`src/common/sfs_pkg.sv`:
```
package sfs_pkg;
    // ==========================================================
    // geometry
    localparam int unsigned ROW_WORDS = 32;
    localparam int unsigned ROW_BYTES = 96;
    localparam int unsigned WORD_BITS = 24;
    localparam int unsigned IDX_BITS = 5;
    localparam int unsigned PTR_BITS = 16;
    localparam int unsigned ROW_BITS = 11;
    localparam logic [4:0] LAST_IDX = 5'h1F;
    localparam logic [23:0] LATCH_RESET = 24'hFFFFFF;

    // ==========================================================
    // register map
    localparam int unsigned PADDR_BITS = 8;
    localparam logic [7:0] OFS_CTRL = 8'h00;
    localparam logic [7:0] OFS_KEY = 8'h04;
    localparam logic [7:0] OFS_PTR = 8'h08;
    localparam logic [7:0] OFS_DLOW = 8'h0C;
    localparam logic [7:0] OFS_DHIGH = 8'h10;
    localparam logic [7:0] KEY_FIRST = 8'h55;
    localparam logic [7:0] KEY_SECOND = 8'hAA;

    // ==========================================================
    // flash_op_control fields
    localparam int unsigned CTRL_START_BIT = 15;
    localparam int unsigned CTRL_WREN_BIT = 14;
    localparam int unsigned CTRL_ERR_BIT = 13;
    localparam int unsigned CTRL_ERASE_BIT = 6;
    localparam int unsigned CTRL_MEM_BIT = 5;
    localparam int unsigned CTRL_SIZE_LSB = 0;
    localparam logic [1:0] SIZE_1ROW = 2'h0;
    localparam logic [1:0] SIZE_2ROW = 2'h1;
    localparam logic [1:0] SIZE_4ROW = 2'h2;
    localparam logic [1:0] SIZE_RSVD = 2'h3;

    // ==========================================================
    // timing
    localparam int unsigned CLK_PERIOD_NS = 10;
    localparam int unsigned PROG_TIME_NS = 1000;
    localparam int unsigned ERASE_TIME_NS = 2000;
    localparam int unsigned PROG_CYCLES = (PROG_TIME_NS + CLK_PERIOD_NS - 1) / CLK_PERIOD_NS;
    localparam int unsigned ERASE_CYCLES = (ERASE_TIME_NS + CLK_PERIOD_NS - 1) / CLK_PERIOD_NS;
    localparam logic [7:0] PROG_WAIT_LOAD = 8'(PROG_CYCLES - 1);
    localparam logic [7:0] ERASE_WAIT_LOAD = 8'(ERASE_CYCLES - 1);

    typedef enum logic [2:0] {SEQ_IDLE, SEQ_ERASE, SEQ_ERASE_WAIT, SEQ_READ, SEQ_WRITE, SEQ_PROG_WAIT} sfs_seq_t;
    typedef enum logic [1:0] {KEY_IDLE, KEY_GOT_FIRST, KEY_ARMED} sfs_key_t;

    function automatic logic [2:0] rowsOf(input logic [1:0] size);
        case (size)
            SIZE_1ROW: rowsOf = 3'h1;
            SIZE_2ROW: rowsOf = 3'h2;
            default: rowsOf = 3'h4;
        endcase
    endfunction

    function automatic logic [10:0] alignRow(input logic [10:0] row, input logic [1:0] size);
        case (size)
            SIZE_1ROW: alignRow = row;
            SIZE_2ROW: alignRow = {row[10:1], 1'b0};
            default: alignRow = {row[10:2], 2'b00};
        endcase
    endfunction
endpackage

```
`src/common/sfs_latch_if.sv`:
```
`timescale 1ns/1ps
`default_nettype none
interface sfs_latch_if;
    logic wrLow;
    logic wrHigh;
    logic [4:0] wrIdx;
    logic [23:0] wrData;
    logic rdEn;
    logic [4:0] rdIdx;
    logic [23:0] rdData;
    modport seq(output wrLow, wrHigh, wrIdx, wrData, rdEn, rdIdx, input rdData);
    modport mem(input wrLow, wrHigh, wrIdx, wrData, rdEn, rdIdx, output rdData);
endinterface
`default_nettype wire

```
`src/design/sfs_flash_seq.sv`:
```
`timescale 1ns/1ps
`default_nettype none
module sfs_flash_seq
(
    // clock and reset
    input wire logic clock,
    input wire logic reset,
    input wire logic warmReset,
    // apb slave
    input wire logic psel,
    input wire logic penable,
    input wire logic pwrite,
    input wire logic [7:0] paddr,
    input wire logic [31:0] pwdata,
    output logic [31:0] prdata,
    output logic pready,
    output logic pslverr,
    // core
    output logic coreStall,
    // flash array
    output logic arrayWrite,
    output logic arrayErase,
    output logic [15:0] arrayWordAddr,
    output logic [23:0] arrayData
);
    sfs_latch_if latch();
    sfs_pkg::sfs_seq_t seqState_reg;
    sfs_pkg::sfs_key_t keyState_reg;
    logic wren_reg, err_reg, erase_reg, memSel_reg;
    logic [1:0] size_reg;
    logic [15:0] ptr_reg;
    logic [10:0] row_reg;
    logic [2:0] rowsLeft_reg;
    logic [4:0] wordIdx_reg;
    logic [7:0] waitCnt_reg;
    logic busy, busyDly_reg;
    logic [31:0] prdata_reg;
    logic arrayWrite_reg, arrayErase_reg;
    logic [15:0] arrayWordAddr_reg;
    logic [23:0] arrayData_reg;
    logic mapped, wrEn, ctrlWr, keyWr, launch, opValid;
    logic [31:0] readValue;
    sfs_latch_mem latchMem
    (
        .clock(clock),
        .reset(reset),
        .latch(latch)
    );

    // ==========================================================
    // apb decode
    assign busy = seqState_reg != sfs_pkg::SEQ_IDLE;
    assign coreStall = busy;
    assign pready = !busy && !busyDly_reg;
    assign mapped = paddr == sfs_pkg::OFS_CTRL || paddr == sfs_pkg::OFS_KEY || paddr == sfs_pkg::OFS_PTR
        || paddr == sfs_pkg::OFS_DLOW || paddr == sfs_pkg::OFS_DHIGH;
    assign pslverr = psel && penable && pready && !mapped;
    assign wrEn = psel && penable && pwrite && pready && mapped;
    assign ctrlWr = wrEn && paddr == sfs_pkg::OFS_CTRL;
    assign keyWr = wrEn && paddr == sfs_pkg::OFS_KEY;
    assign launch = ctrlWr && pwdata[sfs_pkg::CTRL_START_BIT] && keyState_reg == sfs_pkg::KEY_ARMED;
    assign opValid = pwdata[sfs_pkg::CTRL_WREN_BIT] && !pwdata[sfs_pkg::CTRL_MEM_BIT]
        && !(pwdata[sfs_pkg::CTRL_ERASE_BIT] && pwdata[1:0] == sfs_pkg::SIZE_RSVD);

    always_comb
    begin
        readValue = 32'h00000000;
        case (paddr)
            sfs_pkg::OFS_CTRL:
            begin
                readValue[sfs_pkg::CTRL_START_BIT] = busy;
                readValue[sfs_pkg::CTRL_WREN_BIT] = wren_reg;
                readValue[sfs_pkg::CTRL_ERR_BIT] = err_reg;
                readValue[sfs_pkg::CTRL_ERASE_BIT] = erase_reg;
                readValue[sfs_pkg::CTRL_MEM_BIT] = memSel_reg;
                readValue[1:0] = size_reg;
            end
            sfs_pkg::OFS_PTR: readValue[15:0] = ptr_reg;
            default: readValue = 32'h00000000;
        endcase
    end

    // read data sampled every waiting cycle, shown at the access edge
    always_ff @(posedge clock or posedge reset)
    begin
        if (reset)
        begin
            prdata_reg <= 32'h00000000;
            busyDly_reg <= 1'b0;
        end
        else
        begin
            busyDly_reg <= busy;
            if (psel && !pwrite)
                prdata_reg <= readValue;
        end
    end
    assign prdata = prdata_reg;
    // ==========================================================
    // flash_op_control fields, only the power-on reset clears them
    always_ff @(posedge clock or posedge reset)
    begin
        if (reset)
        begin
            wren_reg <= 1'b0;
            erase_reg <= 1'b0;
            memSel_reg <= 1'b0;
            size_reg <= sfs_pkg::SIZE_1ROW;
            err_reg <= 1'b0;
        end
        else
        begin
            if (ctrlWr)
            begin
                wren_reg <= pwdata[sfs_pkg::CTRL_WREN_BIT];
                erase_reg <= pwdata[sfs_pkg::CTRL_ERASE_BIT];
                memSel_reg <= pwdata[sfs_pkg::CTRL_MEM_BIT];
                size_reg <= pwdata[1:0];
                err_reg <= pwdata[sfs_pkg::CTRL_ERR_BIT] && err_reg;
            end
            if (launch && !opValid)
                err_reg <= 1'b1;
        end
    end

    // ==========================================================
    // unlock key sequence
    always_ff @(posedge clock or posedge reset)
    begin
        if (reset)
            keyState_reg <= sfs_pkg::KEY_IDLE;
        else if (warmReset)
            keyState_reg <= sfs_pkg::KEY_IDLE;
        else if (wrEn)
        begin
            case (keyState_reg)
                sfs_pkg::KEY_IDLE:
                    keyState_reg <= (keyWr && pwdata[7:0] == sfs_pkg::KEY_FIRST) ? sfs_pkg::KEY_GOT_FIRST
                        : sfs_pkg::KEY_IDLE;
                sfs_pkg::KEY_GOT_FIRST:
                    keyState_reg <= (keyWr && pwdata[7:0] == sfs_pkg::KEY_SECOND) ? sfs_pkg::KEY_ARMED
                        : sfs_pkg::KEY_IDLE;
                default: keyState_reg <= sfs_pkg::KEY_IDLE;
            endcase
        end
    end

    // ==========================================================
    // table pointer and latch stores
    always_ff @(posedge clock or posedge reset)
    begin
        if (reset)
            ptr_reg <= 16'h0000;
        else if (wrEn && paddr == sfs_pkg::OFS_PTR)
            ptr_reg <= pwdata[15:0];
        else if (wrEn && paddr == sfs_pkg::OFS_DHIGH)
            ptr_reg <= ptr_reg + 16'h0001;
    end

    assign latch.wrLow = wrEn && paddr == sfs_pkg::OFS_DLOW;
    assign latch.wrHigh = wrEn && paddr == sfs_pkg::OFS_DHIGH;
    assign latch.wrIdx = ptr_reg[4:0];
    assign latch.wrData = {pwdata[7:0], pwdata[15:0]};
    assign latch.rdEn = seqState_reg == sfs_pkg::SEQ_READ;
    assign latch.rdIdx = wordIdx_reg;

    // ==========================================================
    // operation sequencer
    always_ff @(posedge clock or posedge reset)
    begin
        if (reset)
        begin
            seqState_reg <= sfs_pkg::SEQ_IDLE;
            row_reg <= 11'h000;
            rowsLeft_reg <= 3'h0;
            wordIdx_reg <= 5'h00;
            waitCnt_reg <= 8'h00;
        end
        else
        begin
            case (seqState_reg)
                sfs_pkg::SEQ_IDLE:
                    if (launch && opValid)
                    begin
                        if (pwdata[sfs_pkg::CTRL_ERASE_BIT])
                        begin
                            row_reg <= sfs_pkg::alignRow(ptr_reg[15:5], pwdata[1:0]);
                            wordIdx_reg <= 5'h00;
                            rowsLeft_reg <= sfs_pkg::rowsOf(pwdata[1:0]);
                            seqState_reg <= sfs_pkg::SEQ_ERASE;
                        end
                        else
                        begin
                            row_reg <= ptr_reg[15:5];
                            wordIdx_reg <= 5'h00;
                            seqState_reg <= sfs_pkg::SEQ_READ;
                        end
                    end
                sfs_pkg::SEQ_ERASE:
                begin
                    waitCnt_reg <= sfs_pkg::ERASE_WAIT_LOAD;
                    seqState_reg <= sfs_pkg::SEQ_ERASE_WAIT;
                end
                sfs_pkg::SEQ_ERASE_WAIT:
                    if (waitCnt_reg != 8'h00)
                        waitCnt_reg <= waitCnt_reg - 8'h01;
                    else if (rowsLeft_reg == 3'h1)
                        seqState_reg <= sfs_pkg::SEQ_IDLE;
                    else
                    begin
                        row_reg <= row_reg + 11'h001;
                        rowsLeft_reg <= rowsLeft_reg - 3'h1;
                        seqState_reg <= sfs_pkg::SEQ_ERASE;
                    end
                sfs_pkg::SEQ_READ: seqState_reg <= sfs_pkg::SEQ_WRITE;
                sfs_pkg::SEQ_WRITE:
                    if (wordIdx_reg == sfs_pkg::LAST_IDX)
                    begin
                        waitCnt_reg <= sfs_pkg::PROG_WAIT_LOAD;
                        seqState_reg <= sfs_pkg::SEQ_PROG_WAIT;
                    end
                    else
                    begin
                        wordIdx_reg <= wordIdx_reg + 5'h01;
                        seqState_reg <= sfs_pkg::SEQ_READ;
                    end
                sfs_pkg::SEQ_PROG_WAIT:
                    if (waitCnt_reg != 8'h00)
                        waitCnt_reg <= waitCnt_reg - 8'h01;
                    else
                        seqState_reg <= sfs_pkg::SEQ_IDLE;
                default: seqState_reg <= sfs_pkg::SEQ_IDLE;
            endcase
        end
    end

    // ==========================================================
    // array drive, registered
    always_ff @(posedge clock or posedge reset)
    begin
        if (reset)
        begin
            arrayWrite_reg <= 1'b0;
            arrayErase_reg <= 1'b0;
            arrayWordAddr_reg <= 16'h0000;
            arrayData_reg <= 24'h000000;
        end
        else
        begin
            arrayWrite_reg <= seqState_reg == sfs_pkg::SEQ_WRITE;
            arrayErase_reg <= seqState_reg == sfs_pkg::SEQ_ERASE;
            arrayWordAddr_reg <= {row_reg, wordIdx_reg};
            arrayData_reg <= latch.rdData;
        end
    end
    assign arrayWrite = arrayWrite_reg;
    assign arrayErase = arrayErase_reg;
    assign arrayWordAddr = arrayWordAddr_reg;
    assign arrayData = arrayData_reg;
    // ==========================================================
    // checks
    logic [5:0] progCount_reg;
    always_ff @(posedge clock or posedge reset)
    begin
        if (reset)
            progCount_reg <= 6'h00;
        else if (!busy)
            progCount_reg <= 6'h00;
        else if (arrayWrite_reg)
            progCount_reg <= progCount_reg + 6'h01;
    end

    AST_START_NEEDS_KEY:
        assert property (@(posedge clock) disable iff (reset)
            $rose(busy) |-> $past(keyState_reg) == sfs_pkg::KEY_ARMED && $past(ctrlWr))
        else $error("operation started without unlock");
    AST_STALL_WHILE_BUSY:
        assert property (@(posedge clock) disable iff (reset)
            busy |-> coreStall && !pready)
        else $error("bus completed during operation");
    AST_START_BIT_READS_BUSY:
        assert property (@(posedge clock) disable iff (reset)
            psel && !pwrite && paddr == sfs_pkg::OFS_CTRL && !busy && !busyDly_reg
            |=> prdata[sfs_pkg::CTRL_START_BIT] == $past(busy))
        else $error("start bit does not follow operation");
    AST_KEY_READS_ZERO:
        assert property (@(posedge clock) disable iff (reset)
            psel && penable && !pwrite && pready && paddr == sfs_pkg::OFS_KEY && $past(psel) |-> prdata == 32'h0)
        else $error("key register returned data");
    AST_ROW_32_WORDS:
        assert property (@(posedge clock) disable iff (reset)
            $fell(busy) && !$past(erase_reg) |-> $past(progCount_reg) == 6'h20)
        else $error("program did not write a full row");
    AST_ERASE_ALIGNED:
        assert property (@(posedge clock) disable iff (reset)
            $rose(busy) && erase_reg && size_reg == sfs_pkg::SIZE_4ROW |=> row_reg[1:0] == 2'b00)
        else $error("erase block not aligned");
    AST_CANCEL_ON_OTHER_WRITE:
        assert property (@(posedge clock) disable iff (reset)
            keyState_reg == sfs_pkg::KEY_ARMED && wrEn && !ctrlWr |=> keyState_reg == sfs_pkg::KEY_IDLE)
        else $error("unlock survived a foreign write");
    AST_TWO_CYCLE_STORE:
        assert property (@(posedge clock) disable iff (reset)
            psel && !penable && pwrite && paddr == sfs_pkg::OFS_DLOW && !busy && !busyDly_reg
            |=> pready ##0 latch.wrLow)
        else $error("latch store took more than two cycles");
    AST_ARRAY_QUIET_IDLE:
        assert property (@(posedge clock) disable iff (reset)
            !busy && !$past(busy) |-> !arrayWrite && !arrayErase)
        else $error("array touched outside an operation");
    AST_CTRL_KEPT_WARM:
        assert property (@(posedge clock) disable iff (reset)
            warmReset && !ctrlWr |=> $stable(size_reg) && $stable(wren_reg) && $stable(erase_reg))
        else $error("control changed by warm reset");
endmodule
`default_nettype wire

```
`src/design/sfs_latch_mem.sv`:
```
`timescale 1ns/1ps
`default_nettype none
module sfs_latch_mem
(
    // clock and reset
    input wire logic clock,
    input wire logic reset,
    // latch port
    sfs_latch_if.mem latch
);
    logic [23:0] store[sfs_pkg::ROW_WORDS];
    logic [23:0] rdData_reg;

    // ==========================================================
    // holding latches, low word and high byte written separately
    always_ff @(posedge clock or posedge reset)
    begin
        if (reset)
        begin
            for (int i = 0; i < sfs_pkg::ROW_WORDS; i++)
            begin
                store[i] <= sfs_pkg::LATCH_RESET;
            end
        end
        else
        begin
            if (latch.wrLow)
            begin
                store[latch.wrIdx][15:0] <= latch.wrData[15:0];
            end
            if (latch.wrHigh)
            begin
                store[latch.wrIdx][23:16] <= latch.wrData[23:16];
            end
        end
    end

    always_ff @(posedge clock or posedge reset)
    begin
        if (reset)
        begin
            rdData_reg <= 24'h000000;
        end
        else if (latch.rdEn)
        begin
            rdData_reg <= store[latch.rdIdx];
        end
    end

    assign latch.rdData = rdData_reg;
endmodule
`default_nettype wire

```
`config.mk`:
```
export PLATFORM = sky130hd
export DESIGN_NAME = sfs_flash_seq
export DESIGN_NICKNAME = d
export VERILOG_FILES = /design/src/common/sfs_pkg.sv /design/src/common/sfs_latch_if.sv /design/src/design/sfs_flash_seq.sv /design/src/design/sfs_latch_mem.sv
export SDC_FILE = /design/constraint.sdc
export NUM_CORES = 2
export LEC_CHECK = 0
export BUFFER_PORTS_ARGS = -buffer_cell sky130_fd_sc_hd__buf_2
export CORE_MARGIN = 8
export CORE_UTILIZATION = 40
export CTS_CLUSTER_SIZE = 25
export DETAILED_ROUTE_END_ITERATION = 8
export PLACE_DENSITY = 0.6
export SLEW_MARGIN = 20
export SYNTH_ARGS = -nofsm -noshare
export SYNTH_HDL_FRONTEND = slang
export SYNTH_SLANG_ARGS = --single-unit
```
`constraint.sdc`:
```
create_clock -name clock -period 58.4 [get_ports clock]
set_clock_uncertainty 0.05 [all_clocks]
set_input_delay 5.84 -clock clock [delete_from_list [all_inputs] [get_ports clock]]
set_output_delay 5.84 -clock clock [all_outputs]
set_load 0.01 [all_outputs]
```
==> flow_metrics.py <==
metrics = {
    "placed_design": {
        "portBuffers": 90,
        "dpl-instance-area_sq_um": 43900,
        "routabilityCongestion": 0.826,
        "post-dp-hpwl_um": 65600,
    },
    "sta": {
        "worst_slew_pin_slew_ps": 1140,
        "grt_setup_unrepaired": "false",
        "relSlewSlack_pct": 23.5,
        "drv_slew": 0,
        "finalSetupViolations": 0,
        "fmax_mhz": 75.6,
        "finalCritPeriodShare_pct": 22.7,
        "hold_viol_final": 0,
        "tns_ps": 0,
        "fin_crit_ps": 13230,
    },
    "critical_path": {
        "cp_max_fo": 7,
        "path_buf_inv": 2,
        "required_ps": 52510,
        "r2r_start": "latch.rdIdx[0]",
        "crit_path_end_kind": "output port",
        "cp_cell_sequence": "buf_2 > or3_1 > nor3_1 > nor3_1 > buf_2",
        "critPathArrivalTime_ps": 7340,
        "slowest_stage": "nor3_1",
        "cp-start-kind": "input pin",
        "crit_path_start": "paddr[5]",
        "ff2ff_setup_slack_ps": 53770,
        "critPathMaxStageDelay_ps": 610,
        "worstSetupPathType": "in2out",
        "crit_family": "simple AND/OR/NAND/NOR gates",
    },
    "floorplan": {
        "die_w_um": 342,
        "dieArea_sq_um": 117000,
        "row_count": 119,
        "core_area_sq_um": 105000,
        "die_h_um": 342,
        "initial_core_util_pct": 40.3,
        "ios": 123,
    },
    "route": {
        "via_per_inst": 5.73,
        "drcViolationCount": 0,
        "drt_iter0_drc": 1582,
        "wl_per_cell_um": 25.3,
        "ant_nets": 0,
        "drtPass1Iterations": 7,
        "wl_um": 107000,
        "num_vias": 24300,
    },
    "cts": {
        "ctsResizeCount": 0,
        "post_cts_buffers": 0,
        "root_buffer": "clkbuf_16",
        "path_clk_slew_ps": 60,
        "cts.sinks": 905,
        "cts_made_buffers": 97,
        "clockBufferDepth": 3,
        "ctsHoldBuffers": 0,
        "cts_tree": "built",
        "clock_latency_ps": 670,
        "h-tree-depth": 3,
    },
    "synth": {
        "synth_edf_count": 0,
        "ys_seq_area_share_pct": 55.7,
        "async_flop_share_pct": 100,
        "synth_fa_ha_area_share_pct": 0.295,
        "avgSynthCellArea_sq_um": 15.3,
        "synthMuxAreaShare_pct": 30.8,
        "synth_ff_type": "dfstp_2",
        "yosysWarnings": 0,
        "synth-simple-area-share_pct": 5.43,
        "post-synth-top-area-fraction_pct": 47.6,
        "synth-seq-cells": 905,
        "synthTopCellsByArea": "dfstp_2, mux2_2, mux4_2, dfrtp_1, mux2_1",
        "synthCells": 2762,
        "synth_top_area_cell": "dfstp_2",
        "synthXorXnorAreaFrac_pct": 0.0207,
        "syn_area_sq_um": 42400,
        "yosysUniqueCellTypes": 70,
        "synth_compound_area_share_pct": 4.66,
        "synth_top_family_by_area": "multiplexers",
    },
    "grt": {
        "grt_overflow": 0,
        "grt_usage_pct": 18.3,
        "grt_pass1_vias": 26700,
        "antenna_found_initial": 2,
        "grt_pass1_wl_um": 167000,
        "grt_max_degree": 165,
    },
    "cells_and_area": {
        "regArea_sq_um": 23600,
        "multi_input_area_sq_um": 17600,
        "drive_above_1_share_pct": 67.3,
        "final_area_sq_um": 47100,
        "nets": 2817,
        "area_growth_syn_to_layout_pct": 11.2,
        "n_fill_cell": 9174,
        "largest_reg_flops": 768,
    },
    "hold_path": {
        "hp-class": "reg2reg",
        "hp-start": "latchMem.latch.rdData[18]",
    },
    "power_and_ir_drop": {
        "p_leak_nw": 19.4,
        "power-per-cell-area_nw_per_um2": 27.2,
        "peakVddDrop_mv": 0.0225,
    },
    "run_status": {
        "status": "finished, final reports clean",
    },
    "job": {
        "drv_cap": 0,
    },
}
==> cell usage after synthesis, drive strengths merged (2+ instances only) <==
| library cell | number |
|---|---|
| o31ai | 6 |
| nand3b | 5 |
| a22oi | 12 |
| and3 | 23 |
| a311oi | 4 |
| dfstp | 768 |
| a31oi | 16 |
| nand4 | 6 |
| mux2 | 775 |
| or3b | 2 |
| a32oi | 8 |
| a2bb2oi | 11 |
| o22a | 3 |
| nor3 | 36 |
| nor2 | 48 |
| nand2 | 63 |
| nor3b | 6 |
| or3 | 6 |
| nor4b | 2 |
| a21oi | 15 |
| nor4 | 7 |
| mux2i | 16 |
| dfrtp | 137 |
| ha | 10 |
| o22ai | 6 |
| buf | 100 |
| o211ai | 43 |
| nand3 | 87 |
| inv | 14 |
| nand4b | 3 |
| nor2b | 9 |
| a22o | 28 |
| o2111ai | 8 |
| a211oi | 4 |
| clkbuf | 157 |
| a32o | 8 |
| and2 | 6 |
| mux4 | 184 |
| o21ai | 41 |
| or2 | 2 |
| a221oi | 45 |
| nand2b | 22 |
==> area by class of cell <==
cell class / instances / share of cell area, %
inverters: 14 / 0.127
clock buffers: 132 / 5.84
flip-flops and latches: 905 / 50.1
clock inverters: 44 / 1.04
well taps: 1391 / 3.69
repair buffers: 142 / 1.86
diodes: 1 / 0.00531
multi-input cells: 1601 / 37.3
==> routing by layer <==
layer / vias to the layer above / track usage (%) / routed length (um)
met5: - / 0 / 0
met3: 193 / 2.64 / 3900
li1: 10400 / - / -
met4: 0 / 5.57 / 3180
met2: 554 / 31.3 / 53300
met1: 13100 / 24.2 / 46700
==> where the power goes <==
group | internal [mW] | switching, mW | total (mW)
logic | 0.00330 | 0.0242 | 0.0275
registers | 0.630 | 0.000298 | 0.631
clock network | 0.367 | 0.256 | 0.623
total | 1.00 | 0.280 | 1.28
==> layout by cell type, fill, tap and decap left out, types with 26 or more instances in the layout <==
master	count
a22o_1	28
o211ai_1	43
nand3_2	26
nand3_1	31
mux4_2	184
buf_4	47
mux2_2	563
nand3_4	30
nor2_1	42
dfstp_2	768
nor3_1	29
nand2_1	61
mux2_1	204
buf_2	90
dfrtp_1	134
clkbuf_16	102
o21ai_0	40
a221oi_1	45
==> worst paths after layout <==
path	endpoint	cells past startpoint
max in group asynchronous	arrayData[2]	4
setup reg to reg	latchMem.latch.rdData[11]	7
hold reg to reg	arrayData[18]	0
min in group asynchronous	latchMem.latch.rdData[10]	2
hold / removal	arrayData[18]	0
setup / recovery	pslverr	5
==> worst reg2reg max path: stages (launching register included) <==
cell and delay, ps:
dfrtp_4 740, buf_4 690, buf_4 780, buf_4 640, mux4_2 580, a22o_1 270, a221oi_1 560, o211ai_1 170
==> cell families after synthesis <==
family,after synthesis
XOR/XNOR,1
AND/OR/NAND/NOR,335
flip-flops,905
adder cells (fa/ha/maj),10
multiplexers,975
buffers and inverters,271
AO/OA/AOI/OAI,264
other,1
==> metrics by stage <==
stage | power, mW | hold WS [ps] | worst slack (ps) | util (%) | cells
after global placement | 0.667 | 317 | 45260 | 41.7 | 4052
after global routing | 1.32 | 338 | 45120 | 44.8 | 4229
final | 1.28 | 329 | 45170 | 44.8 | 4230
after detailed placement | 0.668 | 319 | 45200 | 41.7 | 4052
after floorplan | 0.656 | 302 | 28340 | - | 2777
after CTS | 1.30 | 333 | 45190 | 44.8 | 4228
No activity file was read; power rests on OpenSTA's default activity.
